===== src/store_seq_pkg.sv =====
// shared constants for the persistent store sequencer
package store_seq_pkg;
  // register byte offsets on the AXI4-Lite slave
  localparam logic [7:0] CONTROL_OFF  = 8'h00;
  localparam logic [7:0] KEY_OFF      = 8'h04;
  localparam logic [7:0] LOC_LOW_OFF  = 8'h08;
  localparam logic [7:0] LOC_HIGH_OFF = 8'h0C;
  localparam logic [7:0] PAYLOAD_OFF  = 8'h10;
  localparam logic [7:0] STATUS_OFF   = 8'h14;
  localparam logic [7:0] PROTECT_OFF  = 8'h18;
  // store_control_reg fields
  localparam int GO_BIT     = 0;
  localparam int PERMIT_BIT = 1;
  localparam int ERASE_BIT  = 2;
  localparam int SPACE_BIT  = 3;
  localparam int FLAG_BIT   = 4;
  localparam int MASK_BIT   = 5;
  localparam logic [7:0] CONTROL_RESET = 8'h00;
  localparam logic [7:0] PROTECT_RESET = 8'h00;
  // unlock keys
  localparam logic [7:0] KEY_FIRST  = 8'h55;
  localparam logic [7:0] KEY_SECOND = 8'hAA;
  // location map
  localparam logic [14:0] EEPROM_BASE   = 15'h7000;
  localparam logic [14:0] EEPROM_LAST   = 15'h70FF;
  localparam logic [14:0] USERID_LAST   = 15'h0003;
  localparam logic [14:0] CONFIG_FIRST  = 15'h0007;
  localparam logic [14:0] CONFIG_LAST   = 15'h000B;
  localparam int ROW_WORDS  = 32;
  localparam int ROW_SHIFT  = 5;
  localparam logic [13:0] LATCH_BLANK = 14'h3FFF;
  localparam logic [15:0] LATCH_BLANK_WORD = 16'h7FFF;
  // timing
  localparam int CLK_MHZ         = 25;
  localparam int EE_WRITE_US     = 4;
  localparam int ROW_ERASE_US    = 2;
  localparam int EE_WRITE_CYC    = EE_WRITE_US * CLK_MHZ;
  localparam int ROW_ERASE_CYC   = ROW_ERASE_US * CLK_MHZ;
  localparam int TIMER_W         = 12;
  // axi answers
  localparam logic [1:0] RESP_OKAY   = 2'b00;
  localparam logic [1:0] RESP_SLVERR = 2'b10;
  typedef enum logic [1:0] {
    KEY_IDLE = 2'b00,
    KEY_ONE  = 2'b01,
    KEY_TWO  = 2'b10
  } key_state_t;
  typedef enum logic [1:0] {
    OP_IDLE  = 2'b00,
    OP_EE    = 2'b01,
    OP_ERASE = 2'b10
  } op_state_t;
endpackage


===== src/store_op_timer.sv =====
// down counter that times one write or erase operation
`timescale 1ns/1ns
`default_nettype none
module store_op_timer
  import store_seq_pkg::*;
(
  input  wire logic               clk,
  input  wire logic               rst_b,
  input  wire logic               load,
  input  wire logic [TIMER_W-1:0] count,
  output logic                    done
);
  logic [TIMER_W-1:0] remain;
  logic [TIMER_W-1:0] next_remain;
  logic               next_done;

  always_comb begin
    next_remain = remain;
    next_done   = 1'b0;
    if (load) begin
      next_remain = count;
    end else if (remain != '0) begin
      next_remain = remain - 1'b1;
      next_done   = (remain == 12'h001);
    end
  end

  always_ff @(posedge clk) begin
    if (!rst_b) begin
      remain <= '0;
      done   <= 1'b0;
    end else begin
      remain <= next_remain;
      done   <= next_done;
    end
  end
endmodule
`default_nettype wire


===== src/persistent_store_sequencer.sv =====
// keyed write/erase sequencer for data eeprom and code flash rows
// What this block does
// - go starts only after keys 55h then AAh
// - any bus write with right effect counts
// - eeprom byte sits at index plus 7000h
// - eeprom write erases its byte itself
// - cpu keeps running during eeprom write
// - done: go clears, flag sets, permit kept
// - clearing go during eeprom write ignored
// - flash erases whole rows, never auto-erases
// - protected row erase clears go, no erase
// - row erase stalls cpu, then sets flag
// - row erase keeps permit; latches reset after it
// - space select picks flash or config space
// - writes to protected targets are blocked
// - an erase row is 32 words
// - latches return to 7FFFh after operations
//
// Added by the designer: register access over AXI4-Lite and the register offsets.
`timescale 1ns/1ns
`default_nettype none
module persistent_store_sequencer
  import store_seq_pkg::*;
(
  input  wire logic        clk,
  input  wire logic        rst_b,
  input  wire logic [7:0]  s_axi_awaddr,
  input  wire logic        s_axi_awvalid,
  output logic             s_axi_awready,
  input  wire logic [31:0] s_axi_wdata,
  input  wire logic [3:0]  s_axi_wstrb,
  input  wire logic        s_axi_wvalid,
  output logic             s_axi_wready,
  output logic [1:0]       s_axi_bresp,
  output logic             s_axi_bvalid,
  input  wire logic        s_axi_bready,
  input  wire logic [7:0]  s_axi_araddr,
  input  wire logic        s_axi_arvalid,
  output logic             s_axi_arready,
  output logic [31:0]      s_axi_rdata,
  output logic [1:0]       s_axi_rresp,
  output logic             s_axi_rvalid,
  input  wire logic        s_axi_rready,
  output logic             cpu_stall,
  output logic             completion_irq,
  output logic             mem_write,
  output logic             mem_row_erase,
  output logic             mem_space,
  output logic [14:0]      mem_location,
  output logic [7:0]       mem_payload,
  output logic             latch_reset
);
  logic [7:0]  store_control_reg, next_control;
  logic [7:0]  payload_reg, next_payload;
  logic [7:0]  target_location_low, next_loc_low;
  logic [6:0]  target_location_high, next_loc_high;
  logic [7:0]  protect_reg, next_protect;
  key_state_t  key_state, next_key_state;
  op_state_t   op_state, next_op_state;
  logic        aw_held, next_aw_held, w_held, next_w_held;
  logic [7:0]  aw_addr, next_aw_addr;
  logic [31:0] w_data, next_w_data;
  logic [3:0]  w_strb, next_w_strb;
  logic        next_awready, next_wready, next_bvalid;
  logic        next_arready, next_rvalid;
  logic [1:0]  next_bresp, next_rresp;
  logic [31:0] next_rdata;
  logic        next_stall, next_irq, next_mem_write, next_mem_erase;
  logic        next_latch_reset;
  logic        wr_fire, wr_ok, timer_load, timer_done;
  logic [TIMER_W-1:0] timer_count;
  logic [14:0] location;
  logic        is_eeprom, is_writable, is_protected, go_keyed;

  assign location = {target_location_high, target_location_low};
  assign wr_fire  = aw_held && w_held && !s_axi_bvalid;
  assign wr_ok    = wr_fire && w_strb[0];

  // map: eeprom window, user id, config words
  always_comb begin
    is_eeprom   = store_control_reg[SPACE_BIT] &&
                  location >= EEPROM_BASE && location <= EEPROM_LAST;
    is_writable = 1'b1;
    if (store_control_reg[SPACE_BIT]) begin
      is_writable = is_eeprom || location <= USERID_LAST ||
                    (location >= CONFIG_FIRST && location <= CONFIG_LAST);
    end
    // protect_reg bit n guards flash block n of the top address bits;
    // bit 7 guards the whole config space
    if (store_control_reg[SPACE_BIT]) begin
      is_protected = protect_reg[7] || !is_writable;
    end else begin
      is_protected = protect_reg[location[14:12]];
    end
  end

  // a go write is keyed only if the previous write with byte 0 strobe was AAh after 55h
  assign go_keyed = (key_state == KEY_TWO);

  always_comb begin
    next_aw_held  = aw_held;
    next_aw_addr  = aw_addr;
    next_w_held   = w_held;
    next_w_data   = w_data;
    next_w_strb   = w_strb;
    next_awready  = 1'b0;
    next_wready   = 1'b0;
    next_bvalid   = s_axi_bvalid && !s_axi_bready;
    next_bresp    = s_axi_bresp;
    next_arready  = 1'b0;
    next_rvalid   = s_axi_rvalid && !s_axi_rready;
    next_rresp    = s_axi_rresp;
    next_rdata    = s_axi_rdata;
    if (s_axi_awvalid && s_axi_awready) begin
      next_aw_held = 1'b1;
      next_aw_addr = s_axi_awaddr;
    end
    if (s_axi_wvalid && s_axi_wready) begin
      next_w_held = 1'b1;
      next_w_data = s_axi_wdata;
      next_w_strb = s_axi_wstrb;
    end
    if (!aw_held && !s_axi_awready && s_axi_awvalid) begin
      next_awready = 1'b1;
    end
    if (!w_held && !s_axi_wready && s_axi_wvalid) begin
      next_wready = 1'b1;
    end
    if (wr_fire) begin
      next_aw_held = 1'b0;
      next_w_held  = 1'b0;
      next_bvalid  = 1'b1;
      next_bresp   = (aw_addr > PROTECT_OFF) ? RESP_SLVERR : RESP_OKAY;
    end
    if (s_axi_arvalid && !s_axi_arready && !s_axi_rvalid) begin
      next_arready = 1'b1;
      next_rvalid  = 1'b1;
      next_rresp   = RESP_OKAY;
      unique case (s_axi_araddr)
        CONTROL_OFF:  next_rdata = {24'h000000, store_control_reg};
        KEY_OFF:      next_rdata = 32'h00000000;
        LOC_LOW_OFF:  next_rdata = {24'h000000, target_location_low};
        LOC_HIGH_OFF: next_rdata = {25'h0000000, target_location_high};
        PAYLOAD_OFF:  next_rdata = {24'h000000, payload_reg};
        STATUS_OFF:   next_rdata = {30'h00000000, op_state};
        PROTECT_OFF:  next_rdata = {24'h000000, protect_reg};
        default: begin
          next_rdata = 32'h00000000;
          next_rresp = RESP_SLVERR;
        end
      endcase
    end
  end

  always_comb begin
    next_control    = store_control_reg;
    next_payload    = payload_reg;
    next_loc_low    = target_location_low;
    next_loc_high   = target_location_high;
    next_protect    = protect_reg;
    next_key_state  = key_state;
    next_op_state   = op_state;
    next_mem_write  = 1'b0;
    next_mem_erase  = 1'b0;
    next_latch_reset = 1'b0;
    next_stall      = cpu_stall;
    timer_load      = 1'b0;
    timer_count     = '0;
    // any write with byte 0 strobe advances or breaks the key chain
    if (wr_ok) begin
      next_key_state = KEY_IDLE;
      if (aw_addr == KEY_OFF && w_data[7:0] == KEY_FIRST) begin
        next_key_state = KEY_ONE;
      end else if (aw_addr == KEY_OFF && w_data[7:0] == KEY_SECOND &&
                   key_state == KEY_ONE) begin
        next_key_state = KEY_TWO;
      end
      unique case (aw_addr)
        CONTROL_OFF: begin
          next_control[PERMIT_BIT] = w_data[PERMIT_BIT];
          next_control[ERASE_BIT]  = w_data[ERASE_BIT];
          next_control[SPACE_BIT]  = w_data[SPACE_BIT];
          next_control[MASK_BIT]   = w_data[MASK_BIT];
          // flag is write-zero-to-clear
          if (!w_data[FLAG_BIT]) begin
            next_control[FLAG_BIT] = 1'b0;
          end
          // go cannot be cleared by software while busy
          if (op_state == OP_IDLE) begin
            next_control[GO_BIT] = 1'b0;
            if (w_data[GO_BIT] && go_keyed &&
                store_control_reg[PERMIT_BIT]) begin
              next_control[GO_BIT] = 1'b1;
            end
          end
        end
        LOC_LOW_OFF:  next_loc_low  = w_data[7:0];
        LOC_HIGH_OFF: next_loc_high = w_data[6:0];
        PAYLOAD_OFF:  next_payload  = w_data[7:0];
        PROTECT_OFF:  next_protect  = w_data[7:0];
        default: begin
        end
      endcase
    end
    unique case (op_state)
      OP_IDLE: begin
        if (store_control_reg[GO_BIT]) begin
          if (is_protected) begin
            next_control[GO_BIT] = 1'b0;
          end else if (!store_control_reg[ERASE_BIT] && is_eeprom) begin
            // byte write carries its own erase; cpu not stalled
            next_mem_write = 1'b1;
            timer_load     = 1'b1;
            timer_count    = TIMER_W'(EE_WRITE_CYC);
            next_op_state  = OP_EE;
          end else if (store_control_reg[ERASE_BIT]) begin
            // whole row only; the location's low bits are ignored
            next_mem_erase = 1'b1;
            next_stall     = 1'b1;
            timer_load     = 1'b1;
            timer_count    = TIMER_W'(ROW_ERASE_CYC);
            next_op_state  = OP_ERASE;
          end else begin
            // latch programming lives outside this block
            next_control[GO_BIT] = 1'b0;
          end
        end
      end
      OP_EE, OP_ERASE: begin
        if (timer_done) begin
          // permit bit untouched; set wins over a same-cycle clear
          next_control[GO_BIT]   = 1'b0;
          next_control[FLAG_BIT] = 1'b1;
          next_latch_reset       = 1'b1;
          next_stall             = 1'b0;
          next_op_state          = OP_IDLE;
        end
      end
      default: next_op_state = OP_IDLE;
    endcase
    next_irq = next_control[FLAG_BIT] && next_control[MASK_BIT];
  end

  store_op_timer op_timer (
    .clk   (clk),
    .rst_b (rst_b),
    .load  (timer_load),
    .count (timer_count),
    .done  (timer_done)
  );

  always_ff @(posedge clk) begin
    if (!rst_b) begin
      store_control_reg    <= CONTROL_RESET;
      payload_reg          <= 8'h00;
      target_location_low  <= 8'h00;
      target_location_high <= 7'h00;
      protect_reg          <= PROTECT_RESET;
      key_state            <= KEY_IDLE;
      op_state             <= OP_IDLE;
      aw_held              <= 1'b0;
      aw_addr              <= 8'h00;
      w_held               <= 1'b0;
      w_data               <= 32'h00000000;
      w_strb               <= 4'h0;
      s_axi_awready        <= 1'b0;
      s_axi_wready         <= 1'b0;
      s_axi_bvalid         <= 1'b0;
      s_axi_bresp          <= RESP_OKAY;
      s_axi_arready        <= 1'b0;
      s_axi_rvalid         <= 1'b0;
      s_axi_rresp          <= RESP_OKAY;
      s_axi_rdata          <= 32'h00000000;
      cpu_stall            <= 1'b0;
      completion_irq       <= 1'b0;
      mem_write            <= 1'b0;
      mem_row_erase        <= 1'b0;
      mem_space            <= 1'b0;
      mem_location         <= 15'h0000;
      mem_payload          <= 8'h00;
      latch_reset          <= 1'b0;
    end else begin
      store_control_reg    <= next_control;
      payload_reg          <= next_payload;
      target_location_low  <= next_loc_low;
      target_location_high <= next_loc_high;
      protect_reg          <= next_protect;
      key_state            <= next_key_state;
      op_state             <= next_op_state;
      aw_held              <= next_aw_held;
      aw_addr              <= next_aw_addr;
      w_held               <= next_w_held;
      w_data               <= next_w_data;
      w_strb               <= next_w_strb;
      s_axi_awready        <= next_awready;
      s_axi_wready         <= next_wready;
      s_axi_bvalid         <= next_bvalid;
      s_axi_bresp          <= next_bresp;
      s_axi_arready        <= next_arready;
      s_axi_rvalid         <= next_rvalid;
      s_axi_rresp          <= next_rresp;
      s_axi_rdata          <= next_rdata;
      cpu_stall            <= next_stall;
      completion_irq       <= next_irq;
      mem_write            <= next_mem_write;
      mem_row_erase        <= next_mem_erase;
      mem_space            <= store_control_reg[SPACE_BIT];
      mem_location         <= next_mem_erase ?
                              {location[14:ROW_SHIFT], 5'h00} : location;
      mem_payload          <= payload_reg;
      latch_reset          <= next_latch_reset;
    end
  end
endmodule
`default_nettype wire


===== config.mk =====
export PLATFORM = sky130hd
export DESIGN_NAME = persistent_store_sequencer
export DESIGN_NICKNAME = d
export VERILOG_FILES = /design/src/store_seq_pkg.sv /design/src/store_op_timer.sv /design/src/persistent_store_sequencer.sv
export SDC_FILE = /design/constraint.sdc
export NUM_CORES = 1
export LEC_CHECK = 0
export BUFFER_PORTS_ARGS = -buffer_cell sky130_fd_sc_hd__buf_2
export CORE_UTILIZATION = 48
export DETAILED_ROUTE_END_ITERATION = 6
export HOLD_SLACK_MARGIN = 0.06
export PLACE_DENSITY = 0.72
export SETUP_SLACK_MARGIN = 0.3
export SYNTH_ARGS = -nofsm -noshare
export SYNTH_HDL_FRONTEND = slang
export SYNTH_SLANG_ARGS = --single-unit

===== constraint.sdc =====
create_clock -name clk -period 1.94 [get_ports clk]
set_input_delay 0.097 -clock clk [delete_from_list [all_inputs] [get_ports clk]]
set_output_delay 0.097 -clock clk [all_outputs]
set_load 0.01 [all_outputs]

Word level (Yosys, flattened, before mapping)
Index checks and enable logic that the tools add are counted.
{ "totals": {"ff_bits": 143, "latchBits": 0, "ram_bits": 0, "rom_bits": 0, "in_bits": 59, "out_inout_bits": 70, "elab_cells": 182, "n_memories": 0} }
{ "op_classes": {"addsub": 1, "n_mul": 0, "div": 0, "order_cmp": 7, "eq_ne": 24, "shift": 0, "n_mux": 57, "bitwise_logic": 4, "reduce_logical": 57} }
{ "ops": {"columns": ["operator", "n"], "rows": [
  ["$pmux 8 s6", 1],
  ["$eq 8x5->1 const B", 5],
  ["$mux 1", 34],
  ["$eq 8x4->1 const B", 4],
  ["$mux 7", 4],
  ["$mux 12", 2],
  ["$logic_and 1x1->1", 23],
  ["$mux 2", 9],
  ["$mux 6", 3],
  ["$eq 8x3->1 const B", 2],
  ["$logic_not 8->1", 2],
  ["$ge 15x15->1 const B", 1],
  ["$ge 15x3->1 const B", 1],
  ["$le 15x15->1 const B", 1],
  ["$le 15x2->1 const B", 1],
  ["$le 15x4->1 const B", 1],
  ["$eq 12x1->1 const B", 1],
  ["$reduce_and 2->1", 6],
  ["$reduce_bool 12->1", 1],
  ["$sub 12x1->12 const B", 1],
  ["$logic_not 1->1", 11],
  ["$eq 8x7->1 const B", 1],
  ["$eq 8x8->1 const B", 1],
  ["$gt 8x5->1 const B", 1],
  ["other kinds (19)", 33]
]} }

Depth between registers and ports, before layout
{ "logic_depth": {"word_depth": 13, "ltp_mapped": 8, "mapped_depth_nobuf": 8} }

By module
Synthesis repeated with hierarchy kept, for this count alone.
{ "unflattened": {"cells_unflattened": 583, "area_unflattened_um2": 5273.8} }
{ "by_module_without_submodules": {"columns": ["module", "n_inst", "cells_each", "area_per_inst_um2", "seq_area_each_um2"], "rows": [
  ["persistent_store_sequencer", 1, 496, 4495.6, 2082.0],
  ["store_op_timer", 1, 87, 778.2, 260.2]
]} }

Worst setup path after synthesis
No wires, ideal clock.
{ "synth_path": {"kind": "reg-to-reg", "from": "register target_location_high[4]", "to": "register op_timer.remain[4]", "arrival_ns": 1.951, "t_required_ns": 1.825, "setup_slack_ns": -0.125, "stages_incl_launch_ff": 8, "n_path_buf": 1, "path_cell_list": "dfxtp_1 buf_6 or4_1 a211o_1 a21oi_2 o2111ai_2 and2_2 o21a_1"} }
{ "synth_via": {"elab_chain_len": 13} }
{ "synth_lines": {"columns": ["item", "line_no", "source"], "rows": [
  ["from (decl)", "persistent_store_sequencer.sv:56", "logic [6:0] target_location_high, next_loc_high;"],
  ["from (signal assigned)", "persistent_store_sequencer.sv:286", "target_location_high <= next_loc_high;"],
  ["$ge 15x15->1", "persistent_store_sequencer.sv:82", "location >= EEPROM_BASE && location <= EEPROM_LAST;"],
  ["$logic_and 1x1->1", "persistent_store_sequencer.sv:81", "is_eeprom = store_control_reg[SPACE_BIT] &&"],
  ["$logic_and 1x1->1", "persistent_store_sequencer.sv:82", null],
  ["$logic_or 1x1->1 (2 in series)", "persistent_store_sequencer.sv:85", "is_writable = is_eeprom || location <= USERID_LAST ||"],
  ["$mux 1", "persistent_store_sequencer.sv:84", "if (store_control_reg[SPACE_BIT]) begin"],
  ["$logic_not 1->1", "persistent_store_sequencer.sv:91", "is_protected = protect_reg[7] || !is_writable;"],
  ["$logic_or 1x1->1", "persistent_store_sequencer.sv:91", null],
  ["$mux 1", "persistent_store_sequencer.sv:90", "if (store_control_reg[SPACE_BIT]) begin"],
  ["$mux 7 or $mux 1 (tied branches)", "persistent_store_sequencer.sv:208", "if (is_protected) begin"],
  ["$mux 7 or $mux 1 (tied branches)", "persistent_store_sequencer.sv:207", "if (store_control_reg[GO_BIT]) begin"],
  ["$mux 7 or $mux 1 (tied branches)", "persistent_store_sequencer.sv:205", "unique case (op_state)"],
  ["$mux 12 or $reduce_bool 2->1 (tied branches)", null, null],
  ["to (signal assigned)", "store_op_timer.sv:33", "remain <= next_remain;"],
  ["to (decl)", "store_op_timer.sv:13", "logic [TIMER_W-1:0] remain;"]
]} }
Parallel ways exist; a longest one is shown, timed or not. The select of a mux whose other input is x is not followed.
A chain may end at the register's enable or synchronous reset.

Worst setup path after layout
Same ends and word-level chain as after synthesis.

==> results.md <==
Outcome:
- The flow ran to the end, but the final reports show violations.
- The checks that failed: negative setup slack.

Routing:
- For this run, design rule violations remaining after detail routing come to 0.
- Dividing the detail-routed via count by the number of cells gives 5.41.
- The final layout contains routed wiring with a total length of 13700 um.
- The detail route stage leaves a number of antenna-violating nets equal to 0.
- The first detailed-routing pass ran for 6 iterations.
- After detailed routing, the average wire length per cell comes to 16.0 um.
- The detailed router finished its first iteration with approximately 310 violations.
- The routed layout has 4640 vias.

Finish:
- The synthesis-to-layout area growth is 39.1%.
- The library cells used most frequently in the layout, excluding fill and tap cells, are 109 x sky130_fd_sc_hd__dfxtp_1, 75 x sky130_fd_sc_hd__buf_2, 60 x sky130_fd_sc_hd__nor2_1.
- In the final layout, the registers with the most flip-flops are mem_location: 15 flops, op_timer.remain: 12 flops.
- The number of flip-flops under the largest register name is 15.
- The number of filler cells placed in the layout is 750.
- In the final design database the tool counted 772 nets.
- Once layout is done, the placed cells without fillers occupy 7060 um2.
- The layout cell share with drive strength beyond 1 is 29.8%.
- In the final layout, the multi-input gates occupy 2680 um2.
- Excluding fillers, the count of instances in the completed layout stands at approximately 860.
- Leaving out fill and tap cells, the most frequent cell in the layout is sky130_fd_sc_hd__dfxtp_1.
- Registers take 2360 um2.
- The register with the most flip-flops is mem_location.
- The number of antenna diodes in the final layout is 0.

Yosys:
- The number of different library cells used by synthesis comes to 63.
- The average cell area after synthesis is 9.14 um2.
- The share of cell area taken by muxes after synthesis is around 9.1%.
- The total standard cell area after synthesis is 5080 um2.
- In this run, synthesis produced a sequential element count of between 100 and 150.
- For this run, the number of Yosys warnings is 0.
- The fraction of registers with async set/reset is 0%.
- The arithmetic-cell share of the synthesized area counting full adders, half adders and majority gates is 0.985%.
- The synthesized netlist devotes 1.72% of its cell area to XOR and XNOR gates.
- The dominant combinational cell family by area after synthesis is simple AND/OR/NAND/NOR gates.
- The synthesized netlist devotes 11.0% of its cell area to compound gates.
- The portion of the post-synthesis area used by sequential elements is 46.1%.
- Yosys mapped a number of flops with a built-in enable equal to 0.
- The most common flop cell mapped by yosys is sky130_fd_sc_hd__dfxtp_1.
- Summing the areas of all and, or, nand and nor instances in the mapped netlist gives 23.5% of the synthesized area.
- The number of cells produced by synthesis is 556.

Place:
- In this run the tool buffered the top-level ports with 75 buffer cells.
- The HPWL after detailed placement is roughly 8700 um.
- The pre-CTS setup slack is -0.112 ns.
- The number of placed instances, taps included is 776.
- Once placement finished, the instance area stood at 5730 um2.
- The final weighted congestion in routability-driven placement is 0.892.

GRT:
- The total congestion overflow after global routing is 0.
- Global routing used 25.2% of the available tracks.
- The first global-routing pass estimated 21600 um of wire.
- Entering global routing, the biggest net connects 37 pins.
- The number of global-route vias before repair is 4462.
- The number of antenna violations at the first check in global routing came to 0.

Floorplanning:
- The floorplan die area is 11000 um2.
- 129 I/O pins were placed.
- The site row count is 37.
- The floorplan step set the die height to 105 um.
- The floorplan step defined a core boundary enclosing 10300 um2.
- The starting density of the core is between 40% and 50%.
- The die width is 105 um.

Clock network:
- The count of clock tree sinks is approximately 120.
- The later pin in the worst-skew pair is clocked with a latency of ~0.53 ns.
- After clock tree synthesis, the clock-pin slew on the worst setup and hold paths is 0.06 ns.
- The buffer cell driving the clock tree root is sky130_fd_sc_hd__clkbuf_8.
- The number of buffers created by CTS is 17.
- In this run the deepest clock path goes through 2 buffers.
- TritonCTS built the clock tree.
- CTS built an H-tree with a depth of 4.

Power and ir drop:
- The sequential share of power is 35.4%.
- The worst-case IR drop observed on VDD is slightly below 0.0005 V.
- The internal power of the cells totals about 5.6 mW.
- The analysis attributes to cell leakage a power of 3.04 nW.
- The power density over the cells is 1070 nW/um2.
- In this run switching power makes up 25.5% of total power.
- Combinational logic burns 18.7% of the power.
- The clock network accounts for 45.9% of the total power.
- The switching power summed over all nets is 1.93 mW.

Worst setup path:
- In this run the worst setup path terminates at op_timer.remain[4].
- Traced cell by cell, the critical path runs through or4_4, a211o_1, a21oi_2, o2111ai_4, and2_4, o21a_1.
- The depth of the worst register-to-register path is 6.
- The slack of the worst reg-to-reg path is -0.06 ns.
- STA classifies the critical path startpoint as a register.
- The capturing element type of the critical path is a register.
- The cell family contributing the most delay on the critical path is compound AO/OA/AOI/OAI gates.
- The arrival time of the worst setup path is 2.42 ns.
- The origin of the worst setup path is target_location_high[4].
- The peak per-stage delay on the critical path is 0.48 ns.
- The capture instance of the worst register-to-register path is op_timer.remain[4].
- The worst register-to-register path begins at target_location_high[4].
- The critical path crosses 6 cells after its start point.
- The slowest stage of the critical path is the sky130_fd_sc_hd__or4_4 cell.
- The combined buffer and inverter count along the critical path is 0.
- The kind of critical path is register to register.
- Along the worst path, the maximum fanout reaches 8.
- The data required time at the worst endpoint is approximately 2.4 ns.

STA:
- Hold is met by between 0.1 and 0.15 ns.
- The number of pins with negative max-slew slack in the final report is 0.
- Setup violations remaining at the end of the flow were counted as 14.
- The smallest clock period supported by the final layout is computed as between 1.5 and 2 ns.
- Setup slack on the critical path of the routed design comes to -0.0561 ns.
- Setup repair after global routing could not meet its margin everywhere.
- The total count of hold-check failures in the final report is 0.
- The final critical path takes up 103% of the cycle.
- Derived from the worst setup path, the maximum achievable clock frequency is 501 MHz.
- Headroom to the max-slew limit came out at 56.4%.
- The transition time at the pin with the least slew margin is 0.648 ns.
- The worst setup skew after layout is 0.0106 ns.

Flow run:
- The max capacitance violation total is 0.

Hold path:
- In this run the worst hold path is classified as input port to register.
- The hold path depth is 4.
[final cells by class]
type                    instances  area share [%]
repair buffers                160            16.2
flip-flops and latches        117            33.4
clock buffers                  21            6.22
multi-input cells             401            38.0
inverters                      12           0.708
clock inverters                11            3.13
well taps                     136            2.41
[tightest hold or removal path: stages]
cell and delay (ns):
sky130_fd_sc_hd__buf_2 0.12, sky130_fd_sc_hd__buf_4 0.24, sky130_fd_sc_hd__nand2_1 0.09, sky130_fd_sc_hd__nor2_1 0.04
[per-layer routing]
layer / track usage [%] / share of wire (%) / vias up
met4: 12.0 / 2.3 / 0
li1: - / - / 2199
met1: 29.5 / 41 / 2203
met2: 42.9 / 50 / 203
met5: 0 / 0 / -
met3: 6.24 / 6.5 / 35
[worst min path at each step]
stage	from	end	slack, ns
2_1_floorplan	s_axi_wvalid	s_axi_wready	0.22
3_3_place_gp	s_axi_wvalid	s_axi_wready	0.34
3_5_place_dp	s_axi_wvalid	s_axi_wready	0.34
4_1_cts	rst_b	s_axi_rresp[1]	0.09
5_1_grt	rst_b	s_axi_rresp[1]	0.13
6_report	rst_b	s_axi_rresp[1]	0.11
[stage by stage]
stage | total power, mW | TNS (ns) | utilization [%]
after CTS | 7.28 | -0.414 | 66.8
after floorplan | 3.50 | -0.0317 | -
after global routing | 7.88 | -1.56 | 68.7
after global placement | 3.68 | -0.813 | 55.7
after detailed placement | 3.73 | -1.86 | 55.7
final | 7.57 | -0.545 | 68.7
[cells in the mapped netlist (all sizes together) (2+ instances only)]
cell type  instances  area (um2)
or3                3        20.0
a21oi             30         158
a22oi              6        45.0
or2                2        12.5
dfxtp            117        2340
o21ai             12        60.1
o22ai              3        18.8
nand4              5        31.3
buf               30         226
nor3b              2        15.0
a31oi              5        31.3
o32ai              2        17.5
xnor2              6        52.6
nor4b              2        23.8
nor4bb             3        30.0
a221oi             2        17.5
a311oi             2        17.5
nand3b             3        22.5
nand3             20         100
nor3              12        60.1
nand2b             3        18.8
mux2i             44         440
a21boi             2        15.0
inv               12        45.0
o21a               5        37.5
nor2b              3        26.3
nor4               7        58.8
and3b              2        17.5
nand2             57         214
and2              32         203
clkbuf            21         109
xor2               4        35.0
a222oi             5        50.1
ha                 4        50.1
nand4b             4        35.0
nor2              67         251
[power by group through the flow]
stage | clock [mW] | sequential [mW] | combinational, mW
floorplan | 0 | 2.67 | 0.828
global placement | 0 | 2.69 | 0.984
detailed placement | 0 | 2.71 | 1.02
CTS | 3.52 | 2.66 | 1.10
global route | 3.65 | 2.69 | 1.53
finish | 3.48 | 2.68 | 1.41
[what timing repair did]
| action | in CTS | in global routing |
|---|---|---|
| hold buffers | 35 | 0 |
| hold endpoints to repair | 29 | 0 |
| gates resized for setup | 21 | 36 |
| setup endpoints to repair | 52 | 63 |
| pin swaps | 13 | 26 |
| buffers inserted | 5 | 10 |
[cells by family after synthesis]
group,after synthesis
AO/OA/AOI/OAI,83
multiplexers,45
buffers and inverters,63
AND/OR/NAND/NOR,233
other,1
adder cells (fa/ha/maj),4
XOR/XNOR,10
flip-flops,117
(Power assumes the default switching activity.)
